<file path="src/logic/dla_pkg.sv">
// package: register map, field layout and shared types of the debug link access bank
package dla_pkg;

    ////////////////////////////////////////////////////////////////////////////////
    // register offsets on the link access port
    localparam int          ADDR_W                = 4;
    localparam logic [3:0]  OFS_LINK_CONTROL_B    = 4'h3;
    localparam logic [3:0]  OFS_KEY_STATUS        = 4'h7;
    localparam logic [3:0]  OFS_RESET_REQUEST     = 4'h8;
    localparam logic [3:0]  OFS_LINK_CLOCK_CTRL   = 4'h9;
    localparam logic [3:0]  OFS_SYSTEM_CONTROL_A  = 4'hA;
    localparam logic [3:0]  OFS_SYSTEM_STATUS     = 4'hB;
    localparam logic [3:0]  OFS_CRC_RUN_STATUS    = 4'hC;

    ////////////////////////////////////////////////////////////////////////////////
    // bit positions
    localparam int BIT_LINK_DISABLE       = 2;
    localparam int BIT_USER_ROW_KEY       = 5;
    localparam int BIT_CLOCK_REQUEST      = 0;
    localparam int BIT_USER_ROW_GO        = 1;
    localparam int BIT_NVM_LOCKED         = 0;
    localparam int BIT_USER_ROW_READY     = 2;
    localparam int BIT_NVM_READY          = 3;
    localparam int BIT_SYSTEM_ASLEEP      = 4;
    localparam int BIT_SYSTEM_RESET       = 5;

    ////////////////////////////////////////////////////////////////////////////////
    // values
    localparam logic [7:0] RESET_REQUEST_CODE = 8'h59;
    localparam logic [7:0] RESET_RELEASE_CODE = 8'h00;
    localparam logic [7:0] BYTE_ZERO          = 8'h00;

    typedef enum logic [1:0]
    {
        DLA_CLK_RESERVED = 2'b00,
        DLA_CLK_16MHZ    = 2'b01,
        DLA_CLK_8MHZ     = 2'b10,
        DLA_CLK_4MHZ     = 2'b11
    } dla_clksel_t;

    // flags coming from the system clock domain
    typedef struct packed
    {
        logic       reset_active;
        logic       asleep;
        logic       nvm_ready;
        logic       user_row_ready;
        logic       locked;
        logic [2:0] crc_state;
    } dla_sys_flags_t;

    localparam logic [7:0] SYS_FLAGS_RESET = 8'h08;

    // register access request from the link access layer
    typedef struct packed
    {
        logic              wr;
        logic              rd;
        logic [ADDR_W-1:0] addr;
        logic [7:0]        wdata;
    } dla_reg_req_t;

endpackage

</file>
<file path="src/logic/dla_regs.sv">
// debug link system access register bank
// Operation
// divider select picks 16, 8, 4 MHz
// divider select defaults to 4 MHz
// host keeps default rate unless brownout highest
// go bit starts user row programming
// host writes go only after data
// early go proceeds without the data
// go bit writable only with key decoded
// clock request bit requests system clock
// writing zero withdraws clock request
// clock request cleared when link disabled
// programming mode enable sets clock request
// reset flag shows system domain reset
// reading status clears reset flag
// reset flag includes held reset request
// asleep flag shows idle or deeper sleep
// nvm ready flag shows programming allowed
// host resets system after nvm programming
// user row ready flag shows start allowed
// locked flag shows device lock state
// crc run state is one-hot
// reset code holds system, zero releases
// link disable drops request, resets link
// key decode sets user row key status
// system flags synchronised before status
`timescale 1ns/100ps
module dla_regs
(
    input  wire logic                    i_mclk,
    input  wire logic                    i_reset_n,
    input  wire dla_pkg::dla_reg_req_t   i_reg_req,
    output logic [7:0]                   o_reg_rdata,
    input  wire logic                    i_link_enable,
    input  wire logic                    i_prog_mode,
    input  wire logic                    i_user_row_key_decoded,
    input  wire dla_pkg::dla_sys_flags_t i_sys_flags,
    output dla_pkg::dla_clksel_t         o_link_clock_select,
    output logic                         o_link_clock_request,
    output logic                         o_link_soft_reset,
    output logic                         o_system_clock_request,
    output logic                         o_sys_reset_hold,
    output logic                         o_user_row_program_go
);

    ////////////////////////////////////////////////////////////////////////////////
    // decode

    logic                   wr_control_b;
    logic                   wr_key_status;
    logic                   wr_reset_request;
    logic                   wr_clock_ctrl;
    logic                   wr_system_ctrl;
    logic                   rd_system_status;
    logic                   link_disabled_reg;
    logic                   write_ok;
    dla_pkg::dla_sys_flags_t flags_sync;
    logic [7:0]             flags_sync_bits;
    logic [7:0]             reset_request_value;

    // writes are dead while the link is disabled; only an enable revives it
    assign write_ok         = i_reg_req.wr && !link_disabled_reg && !i_link_enable;
    assign wr_control_b     = write_ok && (i_reg_req.addr == dla_pkg::OFS_LINK_CONTROL_B);
    assign wr_key_status    = write_ok && (i_reg_req.addr == dla_pkg::OFS_KEY_STATUS);
    assign wr_reset_request = write_ok && (i_reg_req.addr == dla_pkg::OFS_RESET_REQUEST);
    assign wr_clock_ctrl    = write_ok && (i_reg_req.addr == dla_pkg::OFS_LINK_CLOCK_CTRL);
    assign wr_system_ctrl   = write_ok && (i_reg_req.addr == dla_pkg::OFS_SYSTEM_CONTROL_A);
    assign rd_system_status = i_reg_req.rd && (i_reg_req.addr == dla_pkg::OFS_SYSTEM_STATUS);

    logic link_disable_write;
    assign link_disable_write = wr_control_b && i_reg_req.wdata[dla_pkg::BIT_LINK_DISABLE];

    ////////////////////////////////////////////////////////////////////////////////
    // system domain flags

    dla_sync
    #(
        .WIDTH     (8),
        .RESET_VAL (dla_pkg::SYS_FLAGS_RESET)
    )
    u_flag_sync
    (
        .i_mclk    (i_mclk),
        .i_reset_n (i_reset_n),
        .i_async   (i_sys_flags),
        .o_sync    (flags_sync_bits)
    );

    assign flags_sync = dla_pkg::dla_sys_flags_t'(flags_sync_bits);

    dla_reset_request u_reset_request
    (
        .i_mclk    (i_mclk),
        .i_reset_n (i_reset_n),
        .i_wr      (wr_reset_request),
        .i_wdata   (i_reg_req.wdata),
        .o_value   (reset_request_value),
        .o_hold    (o_sys_reset_hold)
    );

    ////////////////////////////////////////////////////////////////////////////////
    // link enable and disable

    logic soft_reset_reg;

    always_ff @(posedge i_mclk or negedge i_reset_n)
    begin
        if (!i_reset_n)
        begin
            link_disabled_reg <= 1'b0;
            soft_reset_reg    <= 1'b0;
        end
        else
        begin
            soft_reset_reg <= link_disable_write;
            if (i_link_enable)
            begin
                link_disabled_reg <= 1'b0;
            end
            else if (link_disable_write)
            begin
                link_disabled_reg <= 1'b1;
            end
        end
    end

    assign o_link_clock_request = !link_disabled_reg;
    assign o_link_soft_reset    = soft_reset_reg;

    ////////////////////////////////////////////////////////////////////////////////
    // link clock divider select

    dla_pkg::dla_clksel_t clksel_reg;

    // a reserved code is not taken: the rate stays where it was
    always_ff @(posedge i_mclk or negedge i_reset_n)
    begin
        if (!i_reset_n)
        begin
            clksel_reg <= dla_pkg::DLA_CLK_4MHZ;
        end
        else if (i_link_enable || link_disable_write)
        begin
            clksel_reg <= dla_pkg::DLA_CLK_4MHZ;
        end
        else if (wr_clock_ctrl && (i_reg_req.wdata[1:0] != dla_pkg::DLA_CLK_RESERVED))
        begin
            clksel_reg <= dla_pkg::dla_clksel_t'(i_reg_req.wdata[1:0]);
        end
    end

    assign o_link_clock_select = clksel_reg;

    ////////////////////////////////////////////////////////////////////////////////
    // user row write key status

    logic user_row_key_reg;

    // writing the bit ends the session; a decode in that same cycle still wins
    always_ff @(posedge i_mclk or negedge i_reset_n)
    begin
        if (!i_reset_n)
        begin
            user_row_key_reg <= 1'b0;
        end
        else if (link_disable_write)
        begin
            user_row_key_reg <= 1'b0;
        end
        else if (i_user_row_key_decoded)
        begin
            user_row_key_reg <= 1'b1;
        end
        else if (wr_key_status && i_reg_req.wdata[dla_pkg::BIT_USER_ROW_KEY])
        begin
            user_row_key_reg <= 1'b0;
        end
    end

    ////////////////////////////////////////////////////////////////////////////////
    // system control a

    logic clock_request_reg;
    logic user_row_go_reg;
    logic go_request;

    always_ff @(posedge i_mclk or negedge i_reset_n)
    begin
        if (!i_reset_n)
        begin
            clock_request_reg <= 1'b0;
        end
        else if (i_link_enable)
        begin
            clock_request_reg <= i_prog_mode;
        end
        else if (link_disable_write)
        begin
            clock_request_reg <= 1'b0;
        end
        else if (wr_system_ctrl)
        begin
            clock_request_reg <= i_reg_req.wdata[dla_pkg::BIT_CLOCK_REQUEST];
        end
    end

    assign go_request = wr_system_ctrl && user_row_key_reg
                        && i_reg_req.wdata[dla_pkg::BIT_USER_ROW_GO];

    // the go pulse fires whether or not the data reached ram; the cpu copes
    always_ff @(posedge i_mclk or negedge i_reset_n)
    begin
        if (!i_reset_n)
        begin
            user_row_go_reg <= 1'b0;
        end
        else
        begin
            user_row_go_reg <= go_request;
        end
    end

    assign o_system_clock_request = clock_request_reg && !link_disabled_reg;
    assign o_user_row_program_go  = user_row_go_reg;

    ////////////////////////////////////////////////////////////////////////////////
    // system status

    logic reset_flag_reg;
    logic reset_flag_set;

    assign reset_flag_set = flags_sync.reset_active || o_sys_reset_hold;

    // a live reset re-sets the flag in the same cycle as the read clear
    always_ff @(posedge i_mclk or negedge i_reset_n)
    begin
        if (!i_reset_n)
        begin
            reset_flag_reg <= 1'b0;
        end
        else if (reset_flag_set)
        begin
            reset_flag_reg <= 1'b1;
        end
        else if (rd_system_status)
        begin
            reset_flag_reg <= 1'b0;
        end
    end

    logic [7:0] status_value;

    always_comb
    begin
        status_value                                  = dla_pkg::BYTE_ZERO;
        status_value[dla_pkg::BIT_SYSTEM_RESET]       = reset_flag_reg;
        status_value[dla_pkg::BIT_SYSTEM_ASLEEP]      = flags_sync.asleep;
        status_value[dla_pkg::BIT_NVM_READY]          = flags_sync.nvm_ready;
        status_value[dla_pkg::BIT_USER_ROW_READY]     = flags_sync.user_row_ready;
        status_value[dla_pkg::BIT_NVM_LOCKED]         = flags_sync.locked;
    end

    ////////////////////////////////////////////////////////////////////////////////
    // read data

    logic [7:0] rdata_next;
    logic [7:0] rdata_reg;

    always_comb
    begin
        rdata_next = dla_pkg::BYTE_ZERO;
        case (i_reg_req.addr)
            dla_pkg::OFS_LINK_CONTROL_B:
            begin
                rdata_next[dla_pkg::BIT_LINK_DISABLE] = link_disabled_reg;
            end
            dla_pkg::OFS_KEY_STATUS:
            begin
                rdata_next[dla_pkg::BIT_USER_ROW_KEY] = user_row_key_reg;
            end
            dla_pkg::OFS_RESET_REQUEST:
            begin
                rdata_next = reset_request_value;
            end
            dla_pkg::OFS_LINK_CLOCK_CTRL:
            begin
                rdata_next[1:0] = clksel_reg;
            end
            dla_pkg::OFS_SYSTEM_CONTROL_A:
            begin
                rdata_next[dla_pkg::BIT_CLOCK_REQUEST] = clock_request_reg;
            end
            dla_pkg::OFS_SYSTEM_STATUS:
            begin
                rdata_next = status_value;
            end
            dla_pkg::OFS_CRC_RUN_STATUS:
            begin
                rdata_next[2:0] = flags_sync.crc_state;
            end
            default:
            begin
                rdata_next = dla_pkg::BYTE_ZERO;
            end
        endcase
    end

    always_ff @(posedge i_mclk or negedge i_reset_n)
    begin
        if (!i_reset_n)
        begin
            rdata_reg <= dla_pkg::BYTE_ZERO;
        end
        else if (i_reg_req.rd)
        begin
            rdata_reg <= rdata_next;
        end
    end

    assign o_reg_rdata = rdata_reg;
endmodule

</file>
<file path="src/logic/dla_reset_request.sv">
// reset request register and its system reset hold decode
`timescale 1ns/100ps
module dla_reset_request
(
    input  wire logic       i_mclk,
    input  wire logic       i_reset_n,
    input  wire logic       i_wr,
    input  wire logic [7:0] i_wdata,
    output logic      [7:0] o_value,
    output logic            o_hold
);

    logic [7:0] request_reg;
    logic       hold_reg;

    // only the exact code holds the system; any other value releases it
    always_ff @(posedge i_mclk or negedge i_reset_n)
    begin
        if (!i_reset_n)
        begin
            request_reg <= dla_pkg::BYTE_ZERO;
            hold_reg    <= 1'b0;
        end
        else if (i_wr)
        begin
            request_reg <= i_wdata;
            hold_reg    <= (i_wdata == dla_pkg::RESET_REQUEST_CODE);
        end
    end

    assign o_value = request_reg;
    assign o_hold  = hold_reg;

endmodule

</file>
<file path="src/logic/dla_sync.sv">
// two-flop level synchroniser, one per bit
`timescale 1ns/100ps
module dla_sync
#(
    parameter int               WIDTH     = 8,
    parameter logic [WIDTH-1:0] RESET_VAL = '0
)
(
    input  wire logic             i_mclk,
    input  wire logic             i_reset_n,
    input  wire logic [WIDTH-1:0] i_async,
    output logic      [WIDTH-1:0] o_sync
);

    genvar g;
    generate
        for (g = 0; g < WIDTH; g++)
        begin : g_bit
            logic meta_reg;
            logic sync_reg;
            always_ff @(posedge i_mclk or negedge i_reset_n)
            begin
                if (!i_reset_n)
                begin
                    meta_reg <= RESET_VAL[g];
                    sync_reg <= RESET_VAL[g];
                end
                else
                begin
                    meta_reg <= i_async[g];
                    sync_reg <= meta_reg;
                end
            end
            assign o_sync[g] = sync_reg;
        end
    endgenerate

endmodule

</file>
<file path="config.mk">
export PLATFORM = sky130hd
export DESIGN_NAME = dla_regs
export DESIGN_NICKNAME = d
export VERILOG_FILES = /design/src/logic/dla_pkg.sv /design/src/logic/dla_regs.sv /design/src/logic/dla_reset_request.sv /design/src/logic/dla_sync.sv
export SDC_FILE = /design/constraint.sdc
export NUM_CORES = 1
export LEC_CHECK = 0
export BUFFER_PORTS_ARGS = -buffer_cell sky130_fd_sc_hd__buf_4
export CAP_MARGIN = 20
export CORE_AREA = 3 3 81 83
export CTS_CLUSTER_DIAMETER = 80
export DETAILED_ROUTE_END_ITERATION = 12
export DIE_AREA = 0 0 84 86
export PLACE_DENSITY = 0.51
export SLEW_MARGIN = 20
export SYNTH_ARGS = -nofsm -noshare
export SYNTH_HDL_FRONTEND = slang
export SYNTH_HIERARCHICAL = 1
export SYNTH_SLANG_ARGS = --single-unit
</file>
<file path="constraint.sdc">
create_clock -name i_mclk -period 2.1 [get_ports i_mclk]
set_input_delay 0.105 -clock i_mclk [delete_from_list [all_inputs] [get_ports i_mclk]]
set_output_delay 0.105 -clock i_mclk [all_outputs]
set_load 0.1 [all_outputs]
</file>
==> reports/metrics.yaml <==
finalPower_mw: 1.83
path_cells: "nor3b_2, and2_1, mux2_2"
maxCapViolCount: 0
antenna_cells: 0
hold_viol: 0
rsz0062_at_grt: "false"
synth.distinct_cells: 47
synth_warnings: 6
netlist_instances: 145
synth_edf_count: 0
status: "finished, final reports clean"
area_delta_synth_final_pct: 28.6
arrival_ns: 1.92
max-vdd-ir-drop_mv: 0.341
synth_area_per_cell_um2: 12.2
cp_slowest_cell: "and2_1"
worstSetupPathType: "reg2reg"
gp_congestion: 0.755
antenna_left: 0
cts_tree: "yes"
dp.final_hpwl_um: 2690
grt_usage: 0.114
grt_max_degree: 42
viasPerCell: 4.53
grt_pass1_wl_um: 6510
initial_utilization: 0.299
gr-total-overflow: 0
yosysTopAreaCell: "dfrtp_1"
antenna_found_initial: 0
die-area_mm2: 0.00722
synth_fp_nets: 172
clock-root-buffer: "clkbuf_8"
dieWidth_um: 84
seqCellArea_mm2: 0.00103
max_freq_mhz: 570
hold_path_class: "in2reg"
worst_slew_pin_slew_ns: 0.525
synth_most_common_cell: "dfrtp_1"
final_nets: 216
crit_buf_inv: 0
cts.sinks: 41
powerDensity_mw_per_mm2: 802
worstSkewPairLatency_ns: 0.29
ioPinCount: 42
core_area_mm2: 0.00592
cp_max_fo: 10
async_reset_ff_frac: 1.00
fin_crit_ns: 1.75
wirelength_um: 3730
drtIter0Drc: 87
worstSetupStartpointType: "register"
ys.flop_type: "dfrtp_1"
port_buffers: 41
fp-row-count: 28
grt_pass1_vias: 1287
synthTopCellsByArea: "dfrtp_1 52%, dfstp_2 5.9%, buf_4 3.8%, mux2_2 3.8%, inv_1 3.0%"
detail_route.drc_violations: 0
syn_area_mm2: 0.00177
netlist_top_cells_count: "37 x dfrtp_1, 14 x inv_1, 9 x buf_4"
post_drt_wl_per_cell_um: 14.1
slew_viol_final: 0
ys_seq_area_frac: 0.583
crit_path_max_incr_delay_ns: 0.48
clockBufferDepth: 2
ys_ff_latch: 41
relSlewSlack: 0.650
cp_data_required_time_ns: 2.27
setup_tns_ns: 0
setup_viol: 0
end_kind: "register"
h-tree-depth: 2
reg2reg_setup_slack_ns: 0.35
hold_slack_ns: 0.0432
post-route-period-util: 0.835
path_clk_slew_ns: 0.07
drive_above_1_share: 0.349
numCtsBuffers: 5
fillCellCount: 597
cp_top_family: "simple AND/OR/NAND/NOR gates"
die_h_um: 86
multi_input_area_um2: 586
cts.repair.resized: 0
yosysTopAreaCellShare: 0.523
drtPass1Iterations: 4
fin_worst_skew_ns: 0.00902
vias: 1196
p_leak_nw: 1.05
## through the flow
step	utilization	instance area (µm²)	cells	worst slack [ns]
2_1_floorplan	-	1770	145	0.234
3_3_place_gp	0.352	2080	248	0.401
3_5_place_dp	0.352	2080	248	0.350
4_1_cts	0.384	2280	264	0.339
5_1_grt	0.384	2280	264	0.235
6_report	0.384	2280	264	0.347
## path summary, 6_finish.rpt
path / from / endpoint / cells after the start
min in group asynchronous: i_reset_n / u_reset_request/o_value[3]$_DFFE_PN0P_ / 2
max in group asynchronous: i_reset_n / u_flag_sync/g_bit[3].meta_reg$_DFF_PN1_ / 2
setup / recovery: link_disabled_reg$_DFFE_PN0P_ / u_reset_request/o_value[1]$_DFFE_PN0P_ / 3
hold reg to reg: u_flag_sync/g_bit[4].meta_reg$_DFF_PN0_ / u_flag_sync/g_bit[4].sync_reg$_DFF_PN0_ / 0
setup reg to reg: link_disabled_reg$_DFFE_PN0P_ / u_reset_request/o_value[1]$_DFFE_PN0P_ / 3
hold / removal: i_link_enable / clock_request_reg$_DFFE_PN0P_ / 2
## power by group
group | switching (mW) | total, mW | internal [mW]
combinational | 0.219 | 0.340 | 0.121
clock | 0.253 | 0.598 | 0.345
sequential | 0.0327 | 0.888 | 0.855
## cell families after synthesis
family | Yosys count | synth area share
and+or+nand+nor | 38 | 0.156
buffers and inverters | 29 | 0.0863
AOI/OAI and AO/OA | 27 | 0.112
DFF | 41 | 0.583
muxes | 10 | 0.0629
## per-layer routing
metal  track usage  up-vias  wire, µm
met5             0        -         0
met4        0.0307        0        25
met3        0.0336        4       146
met2         0.197       27      1950
met1         0.140      579      1600
li1              -      586         -
## layout by cell type (no fill, tap or decap), types with 2 or more instances in the layout
cell type | synthesis | layout
a211o_1 | 2 | 2
a21oi_1 | 3 | 3
a22oi_1 | 2 | 2
a31oi_1 | 5 | 5
and3_1 | 2 | 2
and4bb_1 | 2 | 2
buf_4 | 9 | 42
clkbuf_8 | 0 | 5
dfrtp_1 | 37 | 37
dfstp_2 | 4 | 4
dlygate4sd3_1 | 0 | 9
inv_1 | 14 | 14
mux2_1 | 3 | 3
mux2_2 | 6 | 6
nand2_1 | 3 | 3
nand3_1 | 3 | 3
nand4bb_1 | 2 | 2
nor2_1 | 6 | 6
nor2b_1 | 3 | 3
nor3_1 | 2 | 2
o21ai_0 | 7 | 7
or3b_1 | 2 | 2
## timing repair
action / 4_1_cts / 5_1_grt
hold buffers: 9 / 0
endpoints found under the hold margin: 45 / 0
setup buffers: 0 / 0
## cell type report
| type | count | share of cell area |
|---|---|---|
| clock inverters | 2 | 0.0154 |
| flip-flops and latches | 41 | 0.453 |
| well taps | 75 | 0.0412 |
| clock buffers | 5 | 0.0302 |
| multi-input cells | 75 | 0.257 |
| inverters | 15 | 0.0247 |
| repair buffers | 51 | 0.178 |
(Power assumes the default switching activity.)
